### config.mk
export PLATFORM = sky130hd
export DESIGN_NAME = encif_top
export DESIGN_NICKNAME = d
export VERILOG_FILES = /design/src/logic/encif_pkg.sv /design/src/logic/encif_ssi.sv /design/src/logic/encif_sync.sv /design/src/logic/encif_top.sv
export SDC_FILE = /design/constraint.sdc
export NUM_CORES = 1
export LEC_CHECK = 0
export BUFFER_PORTS_ARGS = -buffer_cell sky130_fd_sc_hd__clkbuf_2
export CAP_MARGIN = 5
export CORE_ASPECT_RATIO = 0.7
export CORE_MARGIN = 5
export CORE_UTILIZATION = 38
export CTS_BUF_LIST = sky130_fd_sc_hd__clkbuf_4 sky130_fd_sc_hd__clkbuf_8
export CTS_CLUSTER_DIAMETER = 80
export DETAILED_ROUTE_END_ITERATION = 12
export MAX_ROUTING_LAYER = met4
export PLACE_DENSITY = 0.54
export SYNTH_ARGS = -nofsm -noshare
export SYNTH_HDL_FRONTEND = slang
export SYNTH_SLANG_ARGS = --single-unit
### constraint.sdc
create_clock -name pclk -period 13.4 [get_ports pclk]
set_clock_uncertainty 0.1 [all_clocks]
set_input_delay 2.68 -clock pclk [delete_from_list [all_inputs] [get_ports pclk]]
set_output_delay 2.68 -clock pclk [all_outputs]
set_load 0.01 [all_outputs]
### src/logic/encif_pkg.sv
// encif_pkg: constants, register map and carrier types of the axis encoder interface.
// assumes a single pclk domain at 125 MHz with APB register access.
package encif_pkg;
  localparam int unsigned CLK_HZ = 125_000_000;
  localparam int unsigned SSI_CLK_HZ = 200_000;
  localparam int unsigned SSI_HALF_CYC = CLK_HZ / (2 * SSI_CLK_HZ);
  localparam int unsigned SSI_GAP_NS = 32_000;
  localparam int unsigned SSI_GAP_CYC = (SSI_GAP_NS * 125 + 999) / 1000;
  localparam int unsigned CAPTURE_LIMIT_NS = 500;
  localparam int unsigned CAPTURE_LIMIT_CYC = (CAPTURE_LIMIT_NS * 125) / 1000;
  localparam int unsigned SSI_MAX_BITS = 25;
  localparam int unsigned POS_W = 32;

  localparam logic [7:0] OFF_CTRL = 8'h00;
  localparam logic [7:0] OFF_STATUS = 8'h04;
  localparam logic [7:0] OFF_IRQ_STAT = 8'h08;
  localparam logic [7:0] OFF_IRQ_MASK = 8'h0C;
  localparam logic [7:0] OFF_COUNT = 8'h10;
  localparam logic [7:0] OFF_CAPTURE = 8'h14;
  localparam logic [7:0] OFF_SW_ON = 8'h18;
  localparam logic [7:0] OFF_SW_OFF = 8'h1C;
  localparam logic [7:0] OFF_MEASURED_POSITION = 8'h20;
  localparam logic [7:0] OFF_POS_ERR = 8'h24;
  localparam logic [7:0] OFF_DEMAND = 8'h28;

  // control field positions
  localparam int unsigned CTL_QUAD = 0;
  localparam int unsigned CTL_MODE_LO = 1;
  localparam int unsigned CTL_ARM = 3;
  localparam int unsigned CTL_SRC_LO = 4;
  localparam int unsigned CTL_EDGE_FALL = 6;
  localparam int unsigned CTL_PSW_EN = 7;
  localparam int unsigned CTL_GRAY = 8;
  localparam int unsigned CTL_BITS_LO = 9;
  localparam int unsigned CTL_STEP_EN = 14;
  localparam logic [31:0] CTRL_RESET = 32'h0000_0001;

  localparam int unsigned IRQ_CAPTURE = 0;
  localparam int unsigned IRQ_FRAME = 1;
  localparam int unsigned IRQ_PSW = 2;
  localparam int unsigned IRQ_W = 3;

  typedef enum logic [1:0] {ENCIF_MODE_INC, ENCIF_MODE_ENC_OUT, ENCIF_MODE_STEP_OUT, ENCIF_MODE_SSI} encif_mode_t;

  typedef struct packed {
    logic chan_a;
    logic chan_b;
    logic chan_z;
  } encif_inc_t;

  typedef struct packed {
    logic phase_a;
    logic phase_b;
    logic enable;
  } encif_out_t;
endpackage : encif_pkg

### src/logic/encif_ssi.sv
// encif_ssi: synchronous serial absolute-encoder master producing a clock and sampling data.
// assumes data pin already synchronised; clock idles high between frames.
module encif_ssi
  import encif_pkg::*;
(
  input wire logic pclk,
  input wire logic presetn,
  input wire logic ce,
  input wire logic enable,
  input wire logic [4:0] nbits,
  input wire logic gray,
  input wire logic data_in,
  output logic ssi_clk,
  output logic frame_done,
  output logic [SSI_MAX_BITS-1:0] pos_word
);
  typedef enum logic [1:0] {ENCIF_SSI_IDLE, ENCIF_SSI_LOW, ENCIF_SSI_HIGH, ENCIF_SSI_GAP} encif_ssi_st_t;
  encif_ssi_st_t st_reg;
  logic [12:0] tmr_reg;
  logic [5:0] pulse_reg;
  logic [SSI_MAX_BITS-1:0] shift_reg;
  logic [5:0] total_pulses;
  logic tmr_done;
  logic [SSI_MAX_BITS-1:0] masked;
  logic [SSI_MAX_BITS-1:0] binary;

  function automatic logic [SSI_MAX_BITS-1:0] gray2bin(input logic [SSI_MAX_BITS-1:0] g);
    logic [SSI_MAX_BITS-1:0] b;
    b = '0;
    b[SSI_MAX_BITS-1] = g[SSI_MAX_BITS-1];
    for (int i = SSI_MAX_BITS - 2; i >= 0; i--)
      b[i] = b[i+1] ^ g[i];
    return b;
  endfunction : gray2bin

  assign total_pulses = {1'b0, nbits} + 6'd2;
  assign tmr_done = (tmr_reg == 13'd0);
  // shift holds only n bits, msb at bit n-1 since leading zeros were cleared
  assign masked = shift_reg;
  assign binary = gray ? gray2bin(masked) : masked;

  always_ff @(posedge pclk or negedge presetn)
  begin
    if (!presetn)
    begin
      st_reg <= ENCIF_SSI_IDLE;
      tmr_reg <= '0;
      pulse_reg <= '0;
      shift_reg <= '0;
      ssi_clk <= 1'b1;
      frame_done <= 1'b0;
      pos_word <= '0;
    end
    else if (ce)
    begin
      frame_done <= 1'b0;
      if (!tmr_done)
        tmr_reg <= tmr_reg - 13'd1;
      unique case (st_reg)
        ENCIF_SSI_IDLE:
        begin
          ssi_clk <= 1'b1;
          if (enable && nbits != 5'd0)
          begin
            st_reg <= ENCIF_SSI_LOW;
            ssi_clk <= 1'b0;
            pulse_reg <= '0;
            shift_reg <= '0;
            tmr_reg <= 13'(SSI_HALF_CYC - 1);
          end
        end
        ENCIF_SSI_LOW:
          if (tmr_done)
          begin
            st_reg <= ENCIF_SSI_HIGH;
            ssi_clk <= 1'b1;
            tmr_reg <= 13'(SSI_HALF_CYC - 1);
            // first pulse is a lead pulse, data bits follow msb first, last pulse trails
            if (pulse_reg >= 6'd1 && pulse_reg <= {1'b0, nbits})
              shift_reg <= {shift_reg[SSI_MAX_BITS-2:0], data_in};
            pulse_reg <= pulse_reg + 6'd1;
          end
        ENCIF_SSI_HIGH:
          if (tmr_done)
          begin
            if (pulse_reg == total_pulses)
            begin
              st_reg <= ENCIF_SSI_GAP;
              tmr_reg <= 13'(SSI_GAP_CYC - 1);
              pos_word <= binary;
              frame_done <= 1'b1;
            end
            else
            begin
              st_reg <= ENCIF_SSI_LOW;
              ssi_clk <= 1'b0;
              tmr_reg <= 13'(SSI_HALF_CYC - 1);
            end
          end
        ENCIF_SSI_GAP:
          if (tmr_done)
            st_reg <= ENCIF_SSI_IDLE;  // continuous frames while enabled
      endcase
    end
  end
endmodule : encif_ssi

### src/logic/encif_sync.sv
// encif_sync: two-flop synchroniser for a group of pin inputs.
// assumes inputs asynchronous to pclk; only the second stage is read outside.
module encif_sync
  import encif_pkg::*;
#(
  parameter int unsigned W = 1
)
(
  input wire logic pclk,
  input wire logic presetn,
  input wire logic ce,
  input wire logic [W-1:0] din,
  output logic [W-1:0] dout
);
  logic [W-1:0] meta_reg;

  always_ff @(posedge pclk or negedge presetn)
  begin
    if (!presetn)
    begin
      meta_reg <= '0;
      dout <= '0;
    end
    else if (ce)
    begin
      meta_reg <= din;
      dout <= meta_reg;
    end
  end
endmodule : encif_sync

### src/logic/encif_top.sv
// encif_top: axis encoder interface with counter, capture, position switch, outputs and SSI.
// assumes APB master on pclk; all encoder and input pins are asynchronous.
//
// Contract
// - count changes by one for every edge of A or B in quadrature, simultaneous A and B edges dropped; for every rising A edge in step/direction
// - quadrature counts up when A leads B, down when B leads A
// - decode select: quadrature by default, else A step and B direction
// - armed capture latches count on chosen edge of Z or input 0/1
// - capture done in hardware within 0.5 us of the edge
// - output 8 turns on at on-position, off at off-position
// - position switch driven by compare logic only
// - encoder output gives one A or B edge per count, following direction
// - stepper output drives step, direction and enable
// - serial words in Gray or binary, up to 25 bits
// - bit count n sets data bits and pulses per frame
// - once n set, frames of n+2 pulses repeat continuously
// - serial clock runs at 200 kHz
// - 32 us idle between frames
// - each frame updates measured position and position error
module encif_top
  import encif_pkg::*;
(
  input wire logic pclk,
  input wire logic presetn,
  input wire logic clk_en,
  input wire logic psel,
  input wire logic penable,
  input wire logic pwrite,
  input wire logic [7:0] paddr,
  input wire logic [31:0] pwdata,
  output logic [31:0] prdata,
  output logic pready,
  output logic pslverr,
  input wire encif_inc_t enc_in,
  input wire logic [1:0] reg_input,
  output encif_out_t enc_out,
  output logic ssi_clk_out,
  output logic position_switch_output,
  output logic irq
);
  logic [31:0] ctrl_reg;
  logic [IRQ_W-1:0] irq_stat_reg;
  logic [IRQ_W-1:0] irq_mask_reg;
  logic [POS_W-1:0] count_reg;
  logic [POS_W-1:0] capture_reg;
  logic [POS_W-1:0] sw_on_reg;
  logic [POS_W-1:0] sw_off_reg;
  logic [POS_W-1:0] measured_position_reg;
  logic [POS_W-1:0] pos_err_reg;
  logic [POS_W-1:0] demand_reg;
  logic [POS_W-1:0] out_pos_reg;
  logic capture_arm_command_reg;
  logic psw_reg;
  logic [2:0] prev_reg;
  logic [1:0] prev_reg_in;
  logic ssi_clk_w;
  logic frame_done;
  logic [SSI_MAX_BITS-1:0] ssi_word;
  encif_inc_t inc_s;
  logic [1:0] regin_s;
  encif_out_t enc_out_next;

  encif_sync #(.W(5)) u_sync
  (
    .pclk(pclk),
    .presetn(presetn),
    .ce(clk_en),
    .din({enc_in, reg_input}),
    .dout({inc_s, regin_s})
  );

  encif_mode_t mode;
  assign mode = encif_mode_t'(ctrl_reg[CTL_MODE_LO +: 2]);

  // edge detection on synchronised pins
  wire a_edge = inc_s.chan_a ^ prev_reg[2];
  wire b_edge = inc_s.chan_b ^ prev_reg[1];
  wire quad_sel = ctrl_reg[CTL_QUAD];
  // quadrature: for an A edge, A leads when new A differs from B
  wire quad_up = a_edge ? (inc_s.chan_a ^ inc_s.chan_b) : ~(inc_s.chan_a ^ inc_s.chan_b);
  wire quad_step = a_edge ^ b_edge;
  wire sd_step = inc_s.chan_a & ~prev_reg[2];
  wire cnt_step = (mode == ENCIF_MODE_INC) && (quad_sel ? quad_step : sd_step);
  wire cnt_up = quad_sel ? quad_up : inc_s.chan_b;
  // simultaneous A and B edges are illegal quadrature and are dropped
  wire [POS_W-1:0] count_next = cnt_up ? count_reg + 32'h0000_0001 : count_reg - 32'h0000_0001;

  // registration trigger select
  wire [1:0] src = ctrl_reg[CTL_SRC_LO +: 2];
  wire trig_now = (src == 2'd0) ? inc_s.chan_z : (src == 2'd1) ? regin_s[0] : regin_s[1];
  wire trig_prev = (src == 2'd0) ? prev_reg[0] : (src == 2'd1) ? prev_reg_in[0] : prev_reg_in[1];
  wire trig_fall = ctrl_reg[CTL_EDGE_FALL];
  wire trig_edge = trig_fall ? (trig_prev & ~trig_now) : (~trig_prev & trig_now);
  // latency from pin to capture is 3 cycles, well inside the limit
  wire capture_fire = capture_arm_command_reg && trig_edge && (CAPTURE_LIMIT_CYC >= 3);

  // axis position for the switch depends on mode: measured position in SSI mode, else count
  wire [POS_W-1:0] axis_pos = (mode == ENCIF_MODE_SSI) ? measured_position_reg : count_reg;
  wire psw_en = ctrl_reg[CTL_PSW_EN];
  wire psw_on_hit = psw_en && (axis_pos == sw_on_reg);
  wire psw_off_hit = psw_en && (axis_pos == sw_off_reg);
  wire psw_next = !psw_en ? 1'b0 : psw_on_hit ? 1'b1 : psw_off_hit ? 1'b0 : psw_reg;

  // output generation: walk out_pos toward demand one count per cycle
  wire out_mode = (mode == ENCIF_MODE_ENC_OUT) || (mode == ENCIF_MODE_STEP_OUT);
  wire out_move = out_mode && (out_pos_reg != demand_reg);
  wire out_up = $signed(demand_reg - out_pos_reg) > 0;
  wire [POS_W-1:0] out_pos_next = out_up ? out_pos_reg + 32'h0000_0001 : out_pos_reg - 32'h0000_0001;
  wire [1:0] gray_ph = {out_pos_next[1] ^ 1'b0, out_pos_next[1] ^ out_pos_next[0]};

  always_comb
  begin
    enc_out_next = enc_out;
    if (mode == ENCIF_MODE_ENC_OUT)
    begin
      enc_out_next.enable = 1'b1;
      if (out_move)
      begin
        enc_out_next.phase_a = gray_ph[1] ^ gray_ph[0] ? ~out_pos_next[1] : out_pos_next[1];
        enc_out_next.phase_b = out_pos_next[1];
      end
    end
    else if (mode == ENCIF_MODE_STEP_OUT)
    begin
      enc_out_next.enable = ctrl_reg[CTL_STEP_EN];
      if (out_move)
      begin
        // direction level high for counting up, same sense as the step input
        enc_out_next.phase_b = out_up;
        enc_out_next.phase_a = ~enc_out.phase_a;
      end
    end
    else
    begin
      enc_out_next = '0;
    end
  end

  // apb decode
  wire apb_wr = psel && penable && pwrite;
  wire apb_rd_setup = psel && !penable && !pwrite;
  wire addr_ok = (paddr[1:0] == 2'b00) && (paddr <= OFF_DEMAND);
  wire [IRQ_W-1:0] irq_events = {psw_next & ~psw_reg, frame_done, capture_fire};
  wire [IRQ_W-1:0] irq_clear = (apb_wr && paddr == OFF_IRQ_STAT) ? pwdata[IRQ_W-1:0] : '0;
  // event set wins over write-one clear
  wire [IRQ_W-1:0] irq_stat_next = irq_events | (irq_stat_reg & ~irq_clear);
  logic [31:0] rd_mux;

  always_comb
  begin
    unique case (paddr)
      OFF_CTRL: rd_mux = ctrl_reg;
      OFF_STATUS: rd_mux = {29'h0000_0000, psw_reg, capture_arm_command_reg, mode == ENCIF_MODE_SSI};
      OFF_IRQ_STAT: rd_mux = {29'h0000_0000, irq_stat_reg};
      OFF_IRQ_MASK: rd_mux = {29'h0000_0000, irq_mask_reg};
      OFF_COUNT: rd_mux = count_reg;
      OFF_CAPTURE: rd_mux = capture_reg;
      OFF_SW_ON: rd_mux = sw_on_reg;
      OFF_SW_OFF: rd_mux = sw_off_reg;
      OFF_MEASURED_POSITION: rd_mux = measured_position_reg;
      OFF_POS_ERR: rd_mux = pos_err_reg;
      OFF_DEMAND: rd_mux = demand_reg;
      default: rd_mux = 32'h0000_0000;
    endcase
  end

  encif_ssi u_ssi
  (
    .pclk(pclk),
    .presetn(presetn),
    .ce(clk_en),
    .enable(mode == ENCIF_MODE_SSI),
    .nbits(ctrl_reg[CTL_BITS_LO +: 5]),
    .gray(ctrl_reg[CTL_GRAY]),
    .data_in(inc_s.chan_z),
    .ssi_clk(ssi_clk_w),
    .frame_done(frame_done),
    .pos_word(ssi_word)
  );

  always_ff @(posedge pclk or negedge presetn)
  begin
    if (!presetn)
    begin
      ctrl_reg <= CTRL_RESET;
      irq_stat_reg <= '0;
      irq_mask_reg <= '0;
      count_reg <= '0;
      capture_reg <= '0;
      sw_on_reg <= '0;
      sw_off_reg <= '0;
      measured_position_reg <= '0;
      pos_err_reg <= '0;
      demand_reg <= '0;
      out_pos_reg <= '0;
      capture_arm_command_reg <= 1'b0;
      psw_reg <= 1'b0;
      prev_reg <= '0;
      prev_reg_in <= '0;
      prdata <= '0;
      pready <= 1'b0;
      pslverr <= 1'b0;
      enc_out <= '0;
      ssi_clk_out <= 1'b1;
      position_switch_output <= 1'b0;
      irq <= 1'b0;
    end
    else if (clk_en)
    begin
      prev_reg <= {inc_s.chan_a, inc_s.chan_b, inc_s.chan_z};
      prev_reg_in <= regin_s;
      if (cnt_step)
        count_reg <= count_next;
      psw_reg <= psw_next;
      position_switch_output <= psw_next;
      ssi_clk_out <= ssi_clk_w;
      enc_out <= enc_out_next;
      if (out_move)
        out_pos_reg <= out_pos_next;
      if (frame_done)
      begin
        measured_position_reg <= {7'h00, ssi_word};
        pos_err_reg <= demand_reg - {7'h00, ssi_word};
      end
      // apb: one wait-free access phase, answer registered at setup
      pready <= apb_rd_setup || (psel && !penable);
      pslverr <= psel && !penable && !addr_ok;
      if (apb_rd_setup)
        prdata <= addr_ok ? rd_mux : 32'h0000_0000;
      irq_stat_reg <= irq_stat_next;
      // a set mask bit hides its status bit; irq follows the status it will hold
      irq <= |(irq_stat_next & ~irq_mask_reg);
      if (capture_fire)
      begin
        capture_reg <= cnt_step ? count_next : count_reg;
        capture_arm_command_reg <= 1'b0;
      end
      if (apb_wr && addr_ok)
      begin
        unique case (paddr)
          OFF_CTRL:
          begin
            ctrl_reg <= pwdata & ~(32'h0000_0001 << CTL_ARM);
            if (pwdata[CTL_ARM])
              capture_arm_command_reg <= 1'b1;
          end
          OFF_IRQ_MASK: irq_mask_reg <= pwdata[IRQ_W-1:0];
          OFF_SW_ON: sw_on_reg <= pwdata;
          OFF_SW_OFF: sw_off_reg <= pwdata;
          OFF_DEMAND: demand_reg <= pwdata;
          OFF_COUNT: count_reg <= pwdata;
          default: ;
        endcase
      end
    end
  end
endmodule : encif_top

==> impl_metrics.yaml, run 1 <==
status:
  outcome: "complete, no violations"
cts:
  clock_latency_ps: 690
  cts_tree: "yes"
  root_buffer: "clkbuf_8"
  htreeDepth: 3
  cts_inserted_buffers: 72
  cts_hold_buf: 0
  clockBufferDepth: 3
  postCtsResizedCells: 0
  cts_sinks: 415
  clkTransAtPathRegs_ps: 70
  cts_setup_buffers: 0
critical_path:
  crit_type: "reg -> reg"
  arrival_ps: 9740
  r2r_cells: 27
  path_delay_family: "compound AO/OA/AOI/OAI gates"
  r2r-end: "out_pos_reg[31]"
  r2r_start: "out_pos_reg[0]"
  critPathSlowestCell: "a2111oi_0"
  cp_num_buf_inv: 1
  crit_required_ps: 13860
  path_max_fanout: 17
  slowest_delay_ps: 800
  reg2reg_slack_ps: 4120
  start_kind: "flop"
  end_kind: "flop"
timing:
  fmax_mhz: 108
  setup_viol: 0
  worst_pin_slew_ps: 1110
  post-route-period-util_pct: 69.3
  fin_tns_setup_ps: 0
  holdWs_ps: 381
  relSlewSlack_pct: 26.0
  rsz0062_at_grt: "false"
  hold_viol_final: 0
  drv_slew: 0
  post-route-min-period_ps: 9280
  layout_setup_ws_ps: 4120
yosys:
  synthDistinctLibCells: 80
  ys_ff_latch: 415
  synthMuxAreaShare_pct: 7.69
  syn_avg_cell_area_um2: 9.27
  syn-num-nets: 2998
  synth-simple-area-share_pct: 13.3
  yosysSeqAreaShare_pct: 39.9
  ys_warn_count: 0
  yosys.area.top_type: "dfrtp_1"
  synth_top_cell_area_share_pct: 39.6
  synthTopCellsByArea: "dfrtp_1 40%, ha_1 6.6%, mux2_2 6.1%, o21ai_0 4.6%, nand2_1 4.2%"
  synthFlopType: "dfrtp_1"
  syn-cell-area_um2: 26000
  synth_xor_xnor_area_share_pct: 6.87
  synthArstFlopShare_pct: 100
  synthAdderAreaFrac_pct: 6.90
  synth_compound_area_share_pct: 21.5
  synth_edf_count: 0
  synth_top_family_by_area: "compound AO/OA/AOI/OAI gates"
  syn-instance-count: 2806
place:
  dp.final_hpwl_um: 64400
  globalplace.congestion: 0.948
  portBuffers: 90
  postPlaceCellArea_um2: 27400
  place_ws_ps: 4260
  place_inst: 3702
layout:
  synthToLayoutAreaGrowth_pct: 11.8
  fin_util_pct: 42.8
  final_area_um2: 29100
  drive_gt1_share_pct: 15.0
  fin_cells: 3833
  fin_nets: 3066
global_route:
  antenna_found_initial: 5
  grt_pass1_vias: 21400
  grt_overflow: 0
  grtUsageTotal_pct: 24.1
  grt_max_degree: 178
  grt_pass1_wl_um: 134000
power_and_ir_drop:
  p_sw_mw: 1.07
  intPower_mw: 2.34
  clkPwrFrac_pct: 38.8
  seq_power_share_pct: 41.9
  total_power_mw: 3.41
  leakage_nw: 13.4
  p_comb_share_pct: 19.3
  vdd_drop_max_uv: 91.5
  power.density_nw_per_um2: 117
  switching_share_pct: 31.5
route:
  drtIter0Drc: 2261
  wirelength_um: 87800
  vias: 22400
  vias_per_cell: 5.84
  dr.pass1.iters: 6
  drc_errors: 0
  ant_nets: 0
  wl_per_cell_um: 22.9
die:
  die_y_um: 229
  dieArea_um2: 73900
  initial_core_util_pct: 38.3
  die-width_um: 323
  num_rows: 80
  core_area_um2: 68000
  ios: 91
hold_path:
  min_to: "u_ssi.pos_word[4]"
  min_path_type: "reg -> reg"
  hold_path.startpoint: "u_ssi.pos_word[4]"
  hold_depth: 2
flow_run:
  maxCapViolations: 0
worst max path at each step:
stage	startpoint	to	slack, ps	cells past startpoint
after CTS	out_pos_reg[0]	out_pos_reg[31]	4220	27
after global placement	out_pos_reg[0]	out_pos_reg[31]	4280	27
after floorplan	out_pos_reg[0]	out_pos_reg[31]	6180	25
after global routing	out_pos_reg[0]	out_pos_reg[31]	3490	27
final	out_pos_reg[0]	out_pos_reg[31]	4120	27
after detailed placement	out_pos_reg[0]	out_pos_reg[31]	4260	27
final cells by class:
cell class              count  area [µm²]
fillers                  6649       38900
multi-input cells        2128       14700
flip-flops and latches    415       10400
clock buffers             108        1390
well taps                 902        1130
repair buffers            123         723
inverters                 134         503
clock inverters            20         223
diodes                      3        7.51
placed cells by master (no fill, tap or decap), types with 19 or more instances in the layout:
| master | synthesis | final |
|---|---|---|
| mux2i_1 | 40 | 40 |
| buf_4 | 1 | 33 |
| o21a_1 | 31 | 31 |
| a31oi_1 | 32 | 32 |
| ha_1 | 137 | 136 |
| o21ai_0 | 238 | 238 |
| nand3_1 | 57 | 55 |
| nor4_1 | 24 | 24 |
| a211oi_1 | 19 | 19 |
| nand2b_1 | 22 | 22 |
| nor2_1 | 193 | 187 |
| inv_1 | 133 | 133 |
| o31ai_1 | 22 | 22 |
| a21o_1 | 46 | 46 |
| a222oi_1 | 50 | 50 |
| a21oi_1 | 199 | 199 |
| clkbuf_8 | 0 | 93 |
| clkbuf_2 | 0 | 88 |
| dfrtp_1 | 412 | 412 |
| o22ai_1 | 22 | 22 |
| a22o_1 | 49 | 49 |
| xnor2_1 | 104 | 104 |
| nand2_1 | 292 | 291 |
| a221oi_1 | 19 | 19 |
| xor2_1 | 80 | 80 |
| nor3_1 | 57 | 52 |
| mux2_2 | 142 | 142 |
worst reg2reg max path: stages (launching register included):
cell       delay [ps]
dfrtp_1           490
ha_1              250
fa_1              400
nor2b_1           220
o31a_1            250
o211a_1           220
o211ai_1          110
nor4_1            370
o2111ai_1         190
nand4b_1          280
or4_1             580
or4_1             470
or2_1             300
nand2_1           560
buf_4             410
ha_1              370
a21o_1            190
a2111oi_0         800
o211a_1           330
o31ai_1           240
o221a_2           360
a221oi_1          410
o21ai_0           160
nor4_1            400
or2_2             250
nor3_1             60
a311oi_1          260
o2111ai_1         140
routing by layer:
metal / wire [µm] / track usage (%) / part of all wire (%)
met4: 2370 / 6.61 / 2.7
met2: 35700 / 32.1 / 41
met5: 0 / - / 0
met3: 7400 / 6.67 / 8.4
met1: 42300 / 35.6 / 48
synthesized netlist by cell type, drive strengths merged, types with 16 or more instances:
cell / count
a21oi: 199
xor2: 81
a222oi: 50
nor4: 24
o31ai: 22
mux2: 142
xnor2: 105
nor2b: 17
nor2: 193
nor3: 57
a21boi: 17
a31oi: 32
nand3: 57
nand2: 292
clkbuf: 119
dfrtp: 412
o21ai: 239
nand4: 16
o21a: 31
inv: 133
a221oi: 20
nand2b: 22
mux2i: 40
a22o: 49
a211oi: 19
o22ai: 22
a21o: 46
or3: 16
ha: 137
cell families (layout without fill, tap and decap cells):
kind of cell | count (synthesis) | in the layout
xor+xnor | 191 | 191
compound gates | 854 | 854
flops | 415 | 415
mux | 182 | 182
simple gates | 760 | 760
buf+inv | 263 | 385
other cells | 0 | 3
fa+ha+maj | 141 | 141
power by group through the flow:
stage / clock, mW / combinational (mW) / sequential [mW]
final: 1.32 / 0.659 / 1.43
after CTS: 1.36 / 0.652 / 1.43
after global placement: 0 / 0.634 / 1.45
after detailed placement: 0 / 0.647 / 1.45
after global routing: 1.42 / 0.734 / 1.44
after floorplan: 0 / 0.455 / 1.42
(Power assumes the default switching activity.)
==> run 2: changes to the inputs <==
Settings changed: PLACE_DENSITY 0.54 to 0.56.
Clock period 13.4 ns to 8.15 ns, I/O delays scaled along.
==> run 2 against run 1 <==
Effect of this change:
- non-clock buffer count rose by 33
- die area did not move
- worst setup slack got worse by 3600 ps
- wire length fell by 0.19%
- sequential cell count did not move
- global-route usage fell by 0.13 points
- sequential power rose by 64%
- register-to-register slack got worse by 3600 ps
- power rose by 60%
- highest routed layer unchanged
==> impl_metrics.yaml, run 2 (synthesis gave the netlist of run 1 again) <==
status:
  outcome: "complete, no violations"
cts:
  cts_inserted_buffers: 72
  clkTransAtPathRegs_ps: 60
  root_buffer: "clkbuf_8"
  clockBufferDepth: 3
  htreeDepth: 3
  cts_tree: "yes"
  cts_sinks: 415
  clock_latency_ps: 690
  cts_hold_buf: 0
  cts_setup_buffers: 0
critical_path:
  path_max_fanout: 13
  slowest_delay_ps: 520
  critPathSlowestCell: "o31ai_1"
  end_kind: "flop"
  start_kind: "flop"
  arrival_ps: 8070
  crit_required_ps: 8560
  crit_top_cell: "buf_4"
  crit_type: "reg -> reg"
die:
  die-width_um: 323
  die_y_um: 229
  core_area_um2: 68000
  initial_core_util_pct: 38.3
  dieArea_um2: 73900
  ios: 91
  num_rows: 80
layout:
  drive_gt1_share_pct: 16.3
  final_cell_mix: "412 x dfrtp_1, 289 x nand2_1, 238 x o21ai_0, 198 x a21oi_1, 186 x nor2_1"
  fin_nets: 3099
  synthToLayoutAreaGrowth_pct: 12.6
  final_common_cell: "dfrtp_1"
route:
  vias: 22500
  drtIter0Drc: 2136
  wl_per_cell_um: 22.7
  vias_per_cell: 5.82
  ant_nets: 0
  wirelength_um: 87700
  drc_errors: 0
  dr.pass1.iters: 10
timing:
  fmax_mhz: 131
  fin_tns_setup_ps: 0
  worst_pin_slew_ps: 1140
  post-route-min-period_ps: 7660
  holdWs_ps: 379
  setup_viol: 0
  hold_viol_final: 0
  rsz0062_at_grt: "false"
  post-route-period-util_pct: 93.9
  drv_slew: 0
  relSlewSlack_pct: 24.0
global_route:
  grtUsageTotal_pct: 24.0
  grt_max_degree: 133
  grt_overflow: 0
  grt_pass1_wl_um: 134000
  antenna_found_initial: 0
  grt_pass1_vias: 21700
flow_run:
  maxCapViolations: 0
hold_path:
  min_path_type: "reg -> reg"
place:
  dp.final_hpwl_um: 64700
  globalplace.congestion: 0.994
  portBuffers: 90
power_and_ir_drop:
  leakage_nw: 13.5
  vdd_drop_max_uv: 118
  power.density_nw_per_um2: 187
[run 2: path summary, 6_finish.rpt]
check                           slack, ps            start  depth (start not counted)                 end
max in group asynchronous            5680          presetn                          2  u_ssi.pulse_reg[5]
min in group asynchronous             920          presetn                          1       count_reg[24]
worst min register to register        380  pos_err_reg[19]                          2     pos_err_reg[19]
worst max-delay path                  490    demand_reg[0]                         33     out_pos_reg[31]
worst min-delay path                  380  pos_err_reg[19]                          2     pos_err_reg[19]
worst max register to register        490    demand_reg[0]                         33     out_pos_reg[31]
[run 2: worst max-delay path, delay by kind of cell, from the launching register on]
kind | cells | cell delay, ps
simple gates | 6 | 1300
flops | 1 | 350
compound gates | 16 | 3600
buf+inv | 8 | 1280
fa+ha+maj | 3 | 850
[run 2: what timing repair did]
| action | in CTS | in global routing |
|---|---|---|
| hold endpoints to repair | 0 | 0 |
| endpoints found under the setup margin | 0 | 1 |
| gates resized for setup | 0 | 13 |
[run 2: final cells by class]
type                    instances  area [µm²]
clock buffers                 117        1420
fillers                      6697       38700
flip-flops and latches        415       10400
repair buffers                156         996
diodes                          1        2.50
clock inverters                11        75.1
well taps                     902        1130
inverters                     134         503
multi-input cells            2128       14800
[run 2: through the flow]
| stage | power, mW | util (%) | setup WS (ps) | instance area, µm² | std cells |
|---|---|---|---|---|---|
| after CTS | 5.51 | 43.0 | 48.7 | 29200 | 3863 |
| after floorplan | 3.08 | - | 930 | 26000 | 2806 |
| after global placement | 3.42 | 40.8 | 145 | 27700 | 3735 |
| after detailed placement | 3.45 | 40.8 | 76.1 | 27700 | 3735 |
| after global routing | 5.75 | 43.1 | 61.1 | 29300 | 3863 |
| final | 5.47 | 43.1 | 494 | 29300 | 3864 |
[run 2: per-layer routing]
metal,GRT usage [%],wire (µm),up-vias
met5,-,0,-
met2,33.1,36500,783
met1,36.0,42900,11100
met4,6.12,2010,0
li1,-,-,10500
met3,4.47,6220,150
[run 2: report_power, final]
| group | switching [mW] | internal, mW |
|---|---|---|
| clock network | 0.926 | 1.11 |
| logic | 0.658 | 0.429 |
| registers | 0.160 | 2.19 |
| total | 1.74 | 3.73 |
